$ cat src/rtl/msx_pkg.sv
// constants and types of the modbus slave response block
`default_nettype none
package msx_pkg;
    // ---------------------------------------------------------------
    // frame codes
    // ---------------------------------------------------------------
    localparam logic [7:0]  FC_READ     = 8'h03;
    localparam logic [7:0]  FC_WRITE    = 8'h06;
    localparam logic [7:0]  EXC_BIT     = 8'h80;
    localparam logic [7:0]  BROADCAST   = 8'h00;
    localparam logic [7:0]  EXC_FUNC    = 8'h01;
    localparam logic [7:0]  EXC_ADDR    = 8'h02;
    localparam logic [7:0]  EXC_VALUE   = 8'h03;
    localparam logic [7:0]  EXC_OPER    = 8'h04;
    localparam logic [7:0]  EXC_PWD     = 8'h05;
    localparam logic [7:0]  EXC_FRAME   = 8'h06;
    localparam logic [7:0]  EXC_RDONLY  = 8'h07;
    localparam logic [7:0]  EXC_RUNNING = 8'h08;
    localparam logic [7:0]  EXC_LOCKED  = 8'h09;
    localparam logic [15:0] PWD_ADDR    = 16'h1F00;
    localparam logic [15:0] CRC_INIT    = 16'hFFFF;
    localparam logic [15:0] CRC_POLY    = 16'hA001;
    // ---------------------------------------------------------------
    // sizes and positions
    // ---------------------------------------------------------------
    localparam logic [3:0]  REQ_LEN     = 4'h8;
    localparam logic [3:0]  EXC_LEN     = 4'h3;
    localparam logic [3:0]  ECHO_LEN    = 4'h6;
    localparam logic [3:0]  RD_HDR_LEN  = 4'h3;
    localparam logic [15:0] MAX_WORDS   = 16'h0004;
    localparam int          TX_BYTES    = 11;

    typedef enum logic [2:0] {
        S_RX   = 3'b000,
        S_CHK  = 3'b001,
        S_LOOK = 3'b010,
        S_SEND = 3'b011
    } msx_state_t;

    // attributes of the parameter at paramAddr, supplied by the store
    typedef struct packed {
        logic        present;
        logic        readOnly;
        logic        runLock;
        logic        dupFunc;
        logic [1:0]  scaleExp;
        logic [15:0] minVal;
        logic [15:0] maxVal;
    } msx_attr_t;

    typedef struct packed {
        msx_state_t               state;
        logic [7:0][7:0]          rxBuf;
        logic [3:0]               rxCnt;
        logic [15:0]              crc;
        logic [2:0]               wIdx;
        logic [TX_BYTES-1:0][7:0] txBuf;
        logic [3:0]               txLen;
        logic [3:0]               txIdx;
        logic [15:0]              txCrc;
        logic                     txValid;
        logic [7:0]               txByte;
        logic                     isExc;
        logic                     unlocked;
        logic [15:0]              paramAddr;
        logic                     wrEn;
        logic [15:0]              wrValue;
        logic [15:0]              wrFrac;
    } msx_st_t;

    localparam msx_st_t ST_RESET = '{state: S_RX, crc: CRC_INIT, txCrc: CRC_INIT,
                                     default: '0};
endpackage : msx_pkg
`default_nettype wire

$ cat src/rtl/msx_modbus_slave.sv
// modbus rtu slave: request checking, fieldbus scaling, normal and exception replies
// Function
// [RULE1] scale factor is ten to the power of the parameter's decimal places
// [RULE2] written word divided by scale gives the stored engineering value
// [RULE3] values travel as integer words, scaled up on send, down on receive
// [RULE4] failed request answers with function code having its top bit set
// [RULE5] one cause byte follows the modified function code
// [RULE6] success answers with unchanged function code and address or data
// [RULE7] cause 01 for unsupported function code or device in fault
// [RULE8] cause 02 for forbidden address or bad start and count combination
// [RULE9] cause 03 for a data field value illegal in request structure
// [RULE10] cause 04 for writing an out-of-range or duplicated value
// [RULE11] cause 05 when password write mismatches the user password parameter
// [RULE12] cause 06 for wrong frame length or crc mismatch
// [RULE13] cause 07 for writing a read-only parameter
// [RULE14] cause 08 for writing a run-locked parameter while running
// [RULE15] cause 09 when access is attempted while still locked
// [RULE16] master should retry or correct its command after an exception
// [RULE17] successful single write echoes the request including crc
// [RULE18] station address 1 to 247 configurable; zero means broadcast
// [RULE19] exception frame: station, modified code, cause, crc low first
// [RULE20] checks run in fixed order; only the first failure reported
`default_nettype none
module msx_modbus_slave (
    input  wire logic              clk,
    input  wire logic              rst_n,
    input  wire logic              ce,
    input  wire logic              rxValid,
    input  wire logic [7:0]        rxByte,
    input  wire logic              frameEnd,
    output logic                   txValid,
    output logic [7:0]             txByte,
    input  wire logic              txReady,
    input  wire logic [7:0]        stationAddr,
    input  wire logic              deviceFault,
    input  wire logic              driveRunning,
    input  wire logic [15:0]       userPassword,
    output logic [15:0]            paramAddr,
    input  wire msx_pkg::msx_attr_t attr,
    input  wire logic [15:0]       rdInt,
    input  wire logic [15:0]       rdFrac,
    output logic                   wrEn,
    output logic [15:0]            wrValue,
    output logic [15:0]            wrFrac
);
    // ---------------------------------------------------------------
    // helpers
    // ---------------------------------------------------------------
    function automatic logic [15:0] msx_crc(input logic [15:0] c, input logic [7:0] b);
        logic [15:0] r;
        r = c ^ {8'h00, b};
        for (int i = 0; i < 8; i++) begin
            r = r[0] ? ((r >> 1) ^ msx_pkg::CRC_POLY) : (r >> 1);
        end
        return r;
    endfunction : msx_crc

    function automatic logic [15:0] msx_scale(input logic [1:0] e);
        case (e)
            2'h0: return 16'h0001;
            2'h1: return 16'h000A; // [RULE1]
            2'h2: return 16'h0064;
            default: return 16'h03E8;
        endcase
    endfunction : msx_scale

    msx_pkg::msx_st_t stReg;
    msx_pkg::msx_st_t stNext;

    logic [7:0]  fc;
    logic [15:0] start;
    logic [15:0] word;
    logic        bcast;
    logic        locked;
    assign fc     = stReg.rxBuf[1];
    assign start  = {stReg.rxBuf[2], stReg.rxBuf[3]};
    assign word   = {stReg.rxBuf[4], stReg.rxBuf[5]};
    assign bcast  = stReg.rxBuf[0] == msx_pkg::BROADCAST;
    assign locked = (userPassword != 16'h0000) && !stReg.unlocked;

    // ---------------------------------------------------------------
    // next state
    // ---------------------------------------------------------------
    always_comb begin
        logic       exc;
        logic [7:0] cause;
        logic       echo;
        logic       restart;
        logic [3:0] pos;
        logic [7:0] b;
        logic [15:0] sc;
        exc     = 1'b0;
        cause   = 8'h00;
        echo    = 1'b0;
        restart = 1'b0;
        pos     = 4'(msx_pkg::RD_HDR_LEN + {stReg.wIdx, 1'b0});
        b       = 8'h00;
        sc      = msx_scale(attr.scaleExp);
        stNext  = stReg;
        stNext.wrEn = 1'b0;
        case (stReg.state)
            msx_pkg::S_RX: begin
                if (rxValid) begin
                    if (stReg.rxCnt < msx_pkg::REQ_LEN) begin
                        stNext.rxBuf[stReg.rxCnt[2:0]] = rxByte;
                    end
                    // saturate one past full so an overlong frame stays a length error
                    if (stReg.rxCnt <= msx_pkg::REQ_LEN) begin
                        stNext.rxCnt = stReg.rxCnt + 4'h1;
                    end
                    stNext.crc = msx_crc(stReg.crc, rxByte);
                end
                if (frameEnd) begin
                    stNext.state = msx_pkg::S_CHK;
                end
            end
            msx_pkg::S_CHK: begin
                if (stReg.rxCnt == 4'h0 || (!bcast && stReg.rxBuf[0] != stationAddr)) begin
                    restart = 1'b1; // [RULE18]
                end else if (stReg.rxCnt != msx_pkg::REQ_LEN || stReg.crc != 16'h0000) begin
                    exc   = 1'b1; // [RULE12] [RULE20]
                    cause = msx_pkg::EXC_FRAME;
                end else if (deviceFault || (fc != msx_pkg::FC_READ && fc != msx_pkg::FC_WRITE)) begin
                    exc   = 1'b1; // [RULE7]
                    cause = msx_pkg::EXC_FUNC;
                end else if (fc == msx_pkg::FC_READ && bcast) begin
                    restart = 1'b1;
                end else if (fc == msx_pkg::FC_READ
                             && (word == 16'h0000 || word > msx_pkg::MAX_WORDS)) begin
                    exc   = 1'b1; // [RULE9]
                    cause = msx_pkg::EXC_VALUE;
                end else begin
                    stNext.paramAddr = start;
                    stNext.wIdx      = 3'h0;
                    stNext.state     = msx_pkg::S_LOOK;
                end
            end
            msx_pkg::S_LOOK: begin
                if (fc == msx_pkg::FC_READ) begin
                    if (!attr.present) begin
                        exc   = 1'b1; // [RULE8]
                        cause = msx_pkg::EXC_ADDR;
                    end else if (locked) begin
                        exc   = 1'b1; // [RULE15]
                        cause = msx_pkg::EXC_LOCKED;
                    end else begin
                        {stNext.txBuf[pos], stNext.txBuf[pos + 4'h1]} =
                            16'(rdInt * sc + rdFrac); // [RULE3]
                        if (16'(stReg.wIdx) + 16'h0001 == word) begin
                            stNext.txBuf[0] = stationAddr;
                            stNext.txBuf[1] = fc; // [RULE6]
                            stNext.txBuf[2] = {word[6:0], 1'b0};
                            stNext.txLen    = 4'(msx_pkg::RD_HDR_LEN + {word[2:0], 1'b0});
                            stNext.isExc    = 1'b0;
                            stNext.txIdx    = 4'h0;
                            stNext.txCrc    = msx_pkg::CRC_INIT;
                            stNext.state    = msx_pkg::S_SEND;
                        end else begin
                            stNext.wIdx      = stReg.wIdx + 3'h1;
                            stNext.paramAddr = stReg.paramAddr + 16'h0001;
                        end
                    end
                end else if (start == msx_pkg::PWD_ADDR) begin
                    if (word == userPassword) begin
                        stNext.unlocked = 1'b1;
                        echo            = 1'b1;
                    end else begin
                        exc   = 1'b1; // [RULE11]
                        cause = msx_pkg::EXC_PWD;
                    end
                end else if (!attr.present) begin
                    exc   = 1'b1; // [RULE8]
                    cause = msx_pkg::EXC_ADDR;
                end else if (word < attr.minVal || word > attr.maxVal || attr.dupFunc) begin
                    exc   = 1'b1; // [RULE10]
                    cause = msx_pkg::EXC_OPER;
                end else if (attr.readOnly) begin
                    exc   = 1'b1; // [RULE13]
                    cause = msx_pkg::EXC_RDONLY;
                end else if (attr.runLock && driveRunning) begin
                    exc   = 1'b1; // [RULE14]
                    cause = msx_pkg::EXC_RUNNING;
                end else if (locked) begin
                    exc   = 1'b1; // [RULE15]
                    cause = msx_pkg::EXC_LOCKED;
                end else begin
                    stNext.wrEn    = 1'b1;
                    stNext.wrValue = 16'(word / sc); // [RULE2]
                    stNext.wrFrac  = 16'(word % sc);
                    echo           = 1'b1;
                end
            end
            msx_pkg::S_SEND: begin
                if (!stReg.txValid || txReady) begin
                    if (stReg.txIdx == 4'(stReg.txLen + 4'h2)) begin
                        stNext.txValid = 1'b0;
                        restart        = 1'b1;
                    end else begin
                        if (stReg.txIdx < stReg.txLen) begin
                            b = stReg.txBuf[stReg.txIdx];
                            stNext.txCrc = msx_crc(stReg.txCrc, b);
                        end else if (stReg.txIdx == stReg.txLen) begin
                            b = stReg.txCrc[7:0]; // [RULE19]
                        end else begin
                            b = stReg.txCrc[15:8];
                        end
                        stNext.txValid = 1'b1;
                        stNext.txByte  = b;
                        stNext.txIdx   = stReg.txIdx + 4'h1;
                    end
                end
            end
            default: begin
                restart = 1'b1;
            end
        endcase
        // first failure only: each branch above raises at most one cause
        if (exc) begin
            stNext.txBuf[0] = stationAddr; // [RULE19]
            stNext.txBuf[1] = fc | msx_pkg::EXC_BIT; // [RULE4]
            stNext.txBuf[2] = cause; // [RULE5]
            stNext.txLen    = msx_pkg::EXC_LEN;
            stNext.isExc    = 1'b1;
        end
        if (echo) begin
            // same bytes give the same crc, so the reply equals the request
            stNext.txBuf[5:0] = stReg.rxBuf[5:0]; // [RULE17]
            stNext.txLen      = msx_pkg::ECHO_LEN;
            stNext.isExc      = 1'b0;
        end
        if (exc || echo) begin
            stNext.txIdx = 4'h0;
            stNext.txCrc = msx_pkg::CRC_INIT;
            stNext.state = msx_pkg::S_SEND;
        end
        // broadcast writes are carried out but never answered
        if (((exc || echo) && bcast) || restart) begin
            stNext.rxCnt = 4'h0;
            stNext.crc   = msx_pkg::CRC_INIT;
            stNext.state = msx_pkg::S_RX;
        end
    end

    always_ff @(posedge clk) begin
        if (!rst_n) begin
            stReg <= msx_pkg::ST_RESET;
        end else if (ce) begin
            stReg <= stNext;
        end
    end

    assign txValid   = stReg.txValid;
    assign txByte    = stReg.txByte;
    assign paramAddr = stReg.paramAddr;
    assign wrEn      = stReg.wrEn;
    assign wrValue   = stReg.wrValue;
    assign wrFrac    = stReg.wrFrac;
endmodule : msx_modbus_slave
`default_nettype wire

$ cat config.mk
export PLATFORM = sky130hd
export DESIGN_NAME = msx_modbus_slave
export DESIGN_NICKNAME = d
export VERILOG_FILES = /design/src/rtl/msx_pkg.sv /design/src/rtl/msx_modbus_slave.sv
export SDC_FILE = /design/constraint.sdc
export NUM_CORES = 1
export LEC_CHECK = 0
export BUFFER_PORTS_ARGS = -buffer_cell sky130_fd_sc_hd__buf_4
export CORE_UTILIZATION = 31
export CTS_CLUSTER_DIAMETER = 60
export DETAILED_ROUTE_END_ITERATION = 12
export GPL_TIMING_DRIVEN = 1
export PLACE_DENSITY = 0.44
export SLEW_MARGIN = 20
export SYNTH_ARGS = -nofsm -noshare
export SYNTH_HDL_FRONTEND = slang
export SYNTH_SLANG_ARGS = --single-unit
$ cat constraint.sdc
create_clock -name clk -period 79.3 [get_ports clk]
set_input_delay 3.965 -clock clk [delete_from_list [all_inputs] [get_ports clk]]
set_output_delay 3.965 -clock clk [all_outputs]
set_load 0.02 [all_outputs]
Word level (Yosys, flattened, before mapping) --
Index checks and enable logic that the tools add are counted.
Storage, ports and cells: bits in registers 261, output and inout port bits 58, logic and storage cells 317
Cells by class: $add $sub $neg 10, multiply operators 1, div/mod/pow operators 2, order comparisons 13, eq/ne operators 43, muxes and demuxes 132, bitwise logic cells 25, reductions and logical operators 58
Operators with widths (count):
- $mux 16 | 26
- $mux 115 | 3
- $mux 33 | 8
- $bwmux 88 | 2
- $mux 8 | 17
- $mux 52 | 2
- $mux 20 | 5
- $bwmux 64 | 1
- $demux 8 s4 | 2
- $mux 3 | 19
- $mux 48 | 1
- $not 2->3 | 16
- $ne 4x4->1 const B | 11
- $pmux 20 s2 | 1
- $bmux 8 s4 | 1
- $pmux 16 s2 | 1
- $reduce_bool 16->1 | 2
- $xor 16x8->16 | 2
- $mux 1 | 30
- $pmux 10 s3 | 1
- $mux 29 | 1
- $mux 28 | 1
- $demux 8 s3 | 1
- $ne 3x3->1 const B | 7
- 63 further kinds | 123

Longest topological paths before layout --
word-level depth 24, mapped depth 170

Worst setup path before layout --
Ideal clock, no wire load.
path type input -> register, start in attr[32] (netlist name), end reg stReg, in the netlist wrFrac[3], setup time 0.086 ns, arrival time 34.545 ns, slack 44.670 ns, cell stages on the path 157, cells stage by stage clkbuf_1 > clkinv_1 > nor2_1 > clkbuf_1 > inv_1 > ha_1 > nor4b_1 > or3_1 > a21oi_1 > ha_1 > o211ai_1 > and3_1 > o32a_1 > ha_1 > a21oi_1 > a21boi_0 > o21ai_1 > mux2i_1 > [... 121 more ...] > nor2_1 > xnor2_1 > ha_1 > a21oi_1 > nor2b_1 > nor2_1 > inv_1 > a21o_1 > a21oi_1 > nand3_1 > mux2i_1 > a21oi_2 > or4_1 > buf_4 > or2_4 > buf_6 > mux2i_1 > a211oi_1
On the way: word-level cells in the longest chain between the ends 3, elaborated cells between the ends (all ways) 5, classes of those cells 1 x div; 2 x eq/ne; 1 x mux; 1 x reduce/logical
RTL lines:
- from (decl) | RTL line msx_modbus_slave.sv:39 | input wire msx_pkg::msx_attr_t attr,
- $eq 2x2->1 (tied with other cells) | RTL line msx_modbus_slave.sv:59 | case (e)
- $pmux 10 s3 (*) | RTL line msx_modbus_slave.sv:59
- $mod 16x16->16 (*) | RTL line msx_modbus_slave.sv:189 | stNext.wrFrac = 16'(word % sc);
- to (signal assigned) | RTL line msx_modbus_slave.sv:246 | stReg <= msx_pkg::ST_RESET;
- to (signal assigned) | RTL line msx_modbus_slave.sv:248 | stReg <= stNext;
- to (decl) | RTL line msx_modbus_slave.sv:67 | msx_pkg::msx_st_t stReg;
Mark *: on every way between the ends. The rest lies on a longest branch, timed or not. A chain may end at the register's enable or synchronous reset.

Final worst setup path --
start in attr[32] (netlist name), end reg stReg, in the netlist wrFrac[5]
The elaborated chain is that of the path after synthesis.

==> results_dict.tcl <==
set metrics [dict create \
    drv_slew 0 \
    r2r_setup_slack_ps 43820 \
    fin_setup_tns_ps 0 \
    grt_max_degree 84 \
    r2r_end "wrFrac[5]" \
    rows 100 \
    cp.arrival_ps 40260 \
    maxSlewHeadroom 0.2154 \
    ant_nets 0 \
    grt_pass1_wl_um 126600 \
    ys_warn_count 0 \
    crit_path_start_kind "input port" \
    synth_top_area_share 0.2096 \
    crit_path_start "attr[32]" \
    slowest_stage "clkinv_1" \
    r2r-start "stReg[234]" \
    cts_setup_buffers 0 \
    wl_um 82230 \
    cts_resized 0 \
    grt_setup_unrepaired "no" \
    synthesis.area_um2 23300 \
    die_y_um 276.2 \
    drive_gt1_frac 0.1197 \
    coreArea_um2 74450 \
    cts_buffer_depth 3 \
    tightest_slew_ps 1162 \
    ys_types 101 \
    synthesis.nets 3299 \
    slowest_delay_ps 900 \
    hold_viol_final 0 \
    antenna_found_initial 0 \
    cts_root_buffer "clkbuf_16" \
    postSynthCellCount 2918 \
    worstSetupPathType "input port to flip-flop" \
    hold_buffers 0 \
    min_period_ps 39810 \
    r2r_cells 148 \
    synth.avg_cell_area_um2 7.985 \
    diodes 0 \
    synth-edff-count 0 \
    final_common_cell "nor2_1" \
    finalSetupViolations 0 \
    cts_made_buffers 36 \
    clock_latency_ps 550 \
    yosysTopAreaCell "dfxtp_1" \
    cts_sinks 244 \
    grt_pass1_vias 21499 \
    drt_iter0_drc 1376 \
    path_common_cell "a21oi_1" \
    num_vias 21456 \
    cp.required_ps 79760 \
    end_kind "flip-flop" \
    max_clock_freq_mhz 25.12 \
    hold_path_class "flip-flop to flip-flop" \
    gp_congestion 0.8745 \
    wl_per_cell_um 20.81 \
    drc 0 \
    die_x_um 276.2 \
    endpoint "wrFrac[5]" \
    ys_top_cells_by_area "dfxtp_1 (21%), ha_1 (11%), fa_1 (6.4%)" \
    cts_max_level 2 \
    grt_usage 0.2104 \
    vias_per_cell 5.431 \
    start_util 0.3130 \
    grt_overflow 0 \
    cts_tree "yes" \
    ys_ff_latch 244 \
    synth_seq_area_share 0.2096 \
    synth_flop_cell "dfxtp_1" \
    status "completed" \
    first_pass_iters 5 \
    maxCapViolCount 0 \
    num_io_pins 168 \
    finalNetCount 3340 \
    finalCritPeriodShare 0.5020 \
    clk_pin_slew_ps 50 \
    area_growth_pct 12.60 \
    cp_max_fo 34 \
    most-common-layout-cells "nor2_1 (375), dfxtp_1 (244), a21oi_1 (216)" \
    die-area_um2 76260 \
    ys_async_sr_fraction 0 \
    port_buffers 167 \
    hpwl_um 62280 \
    fin_skew_ps 23.29 \
]
layout make-up:
class	instances	area, um2
repair buffers	205	1539
clock inverters	14	170.2
inverters	187	709.4
multi-input cells	2285	16740
fillers	7788	48210
well taps	969	1212
flip-flops and latches	244	4885
clock buffers	47	982.2
synthesized netlist by cell type, drive strengths merged, types with 74 or more instances:
library cell	count
a211oi	80
a21oi	218
clkbuf	129
dfxtp	244
fa	74
ha	197
inv	185
mux2i	138
nand2	202
nor2	377
o21ai	98
xnor2	113
worst max-delay path: cells and delay by family:
family,cells,cell delay (ps)
AND/OR/NAND/NOR,47,12140
buffers and inverters,14,2530
AO/OA/AOI/OAI,65,14410
adder cells (fa/ha/maj),15,4880
multiplexers,8,2280
metrics by stage:
step / utilization / hold WS (ps) / cell area (um2) / setup slack [ps] / std cells
after CTS: 0.3523 / 459.8 / 26230 / 39720 / 3951
final: 0.3524 / 454.3 / 26240 / 39490 / 3951
after global routing: 0.3524 / 481.0 / 26240 / 35960 / 3951
after floorplan: - / 432.3 / 23300 / 44670 / 2918
after global placement: 0.3368 / 447.6 / 25080 / 40620 / 3890
after detailed placement: 0.3368 / 452.1 / 25080 / 39180 / 3890
logic make-up after synthesis:
group                    count (synthesis)  synth area share
flip-flops                             244            0.2096
multiplexers                           186           0.09070
buffers and inverters                  389           0.07330
AO/OA/AOI/OAI                          704            0.1999
adder cells (fa/ha/maj)                271            0.1694
AND/OR/NAND/NOR                        954            0.1932
XOR/XNOR                               170           0.06390
how the worst min path moves through the flow:
stage	from	endpoint	slack, ps	depth (start not counted)
2_1_floorplan	wrFrac[0]	wrFrac[0]	430	2
3_3_place_gp	txByte[0]	txByte[0]	450	2
3_5_place_dp	txByte[0]	txByte[0]	450	2
4_1_cts	txByte[0]	txByte[0]	460	2
5_1_grt	txByte[0]	txByte[0]	480	2
6_report	txByte[0]	txByte[0]	450	2
layer usage:
metal  share of wire  wire length [um]  track usage
met4           0.018              1472      0.04283
met5               0                 0            0
met3           0.038              3134      0.02231
met1            0.46             37990       0.2789
met2            0.48             39640       0.3675
sequential cells by signal, indices dropped and copies added, names as in the netlist:
register and cells:
txValid 1, paramAddr 16, stReg 178, wrValue 16, wrEn 1, fc 8, wrFrac 16, txByte 8
Power is not shown: default switching activity piles up to over one toggle a cycle in this logic, so the estimate is an artifact.
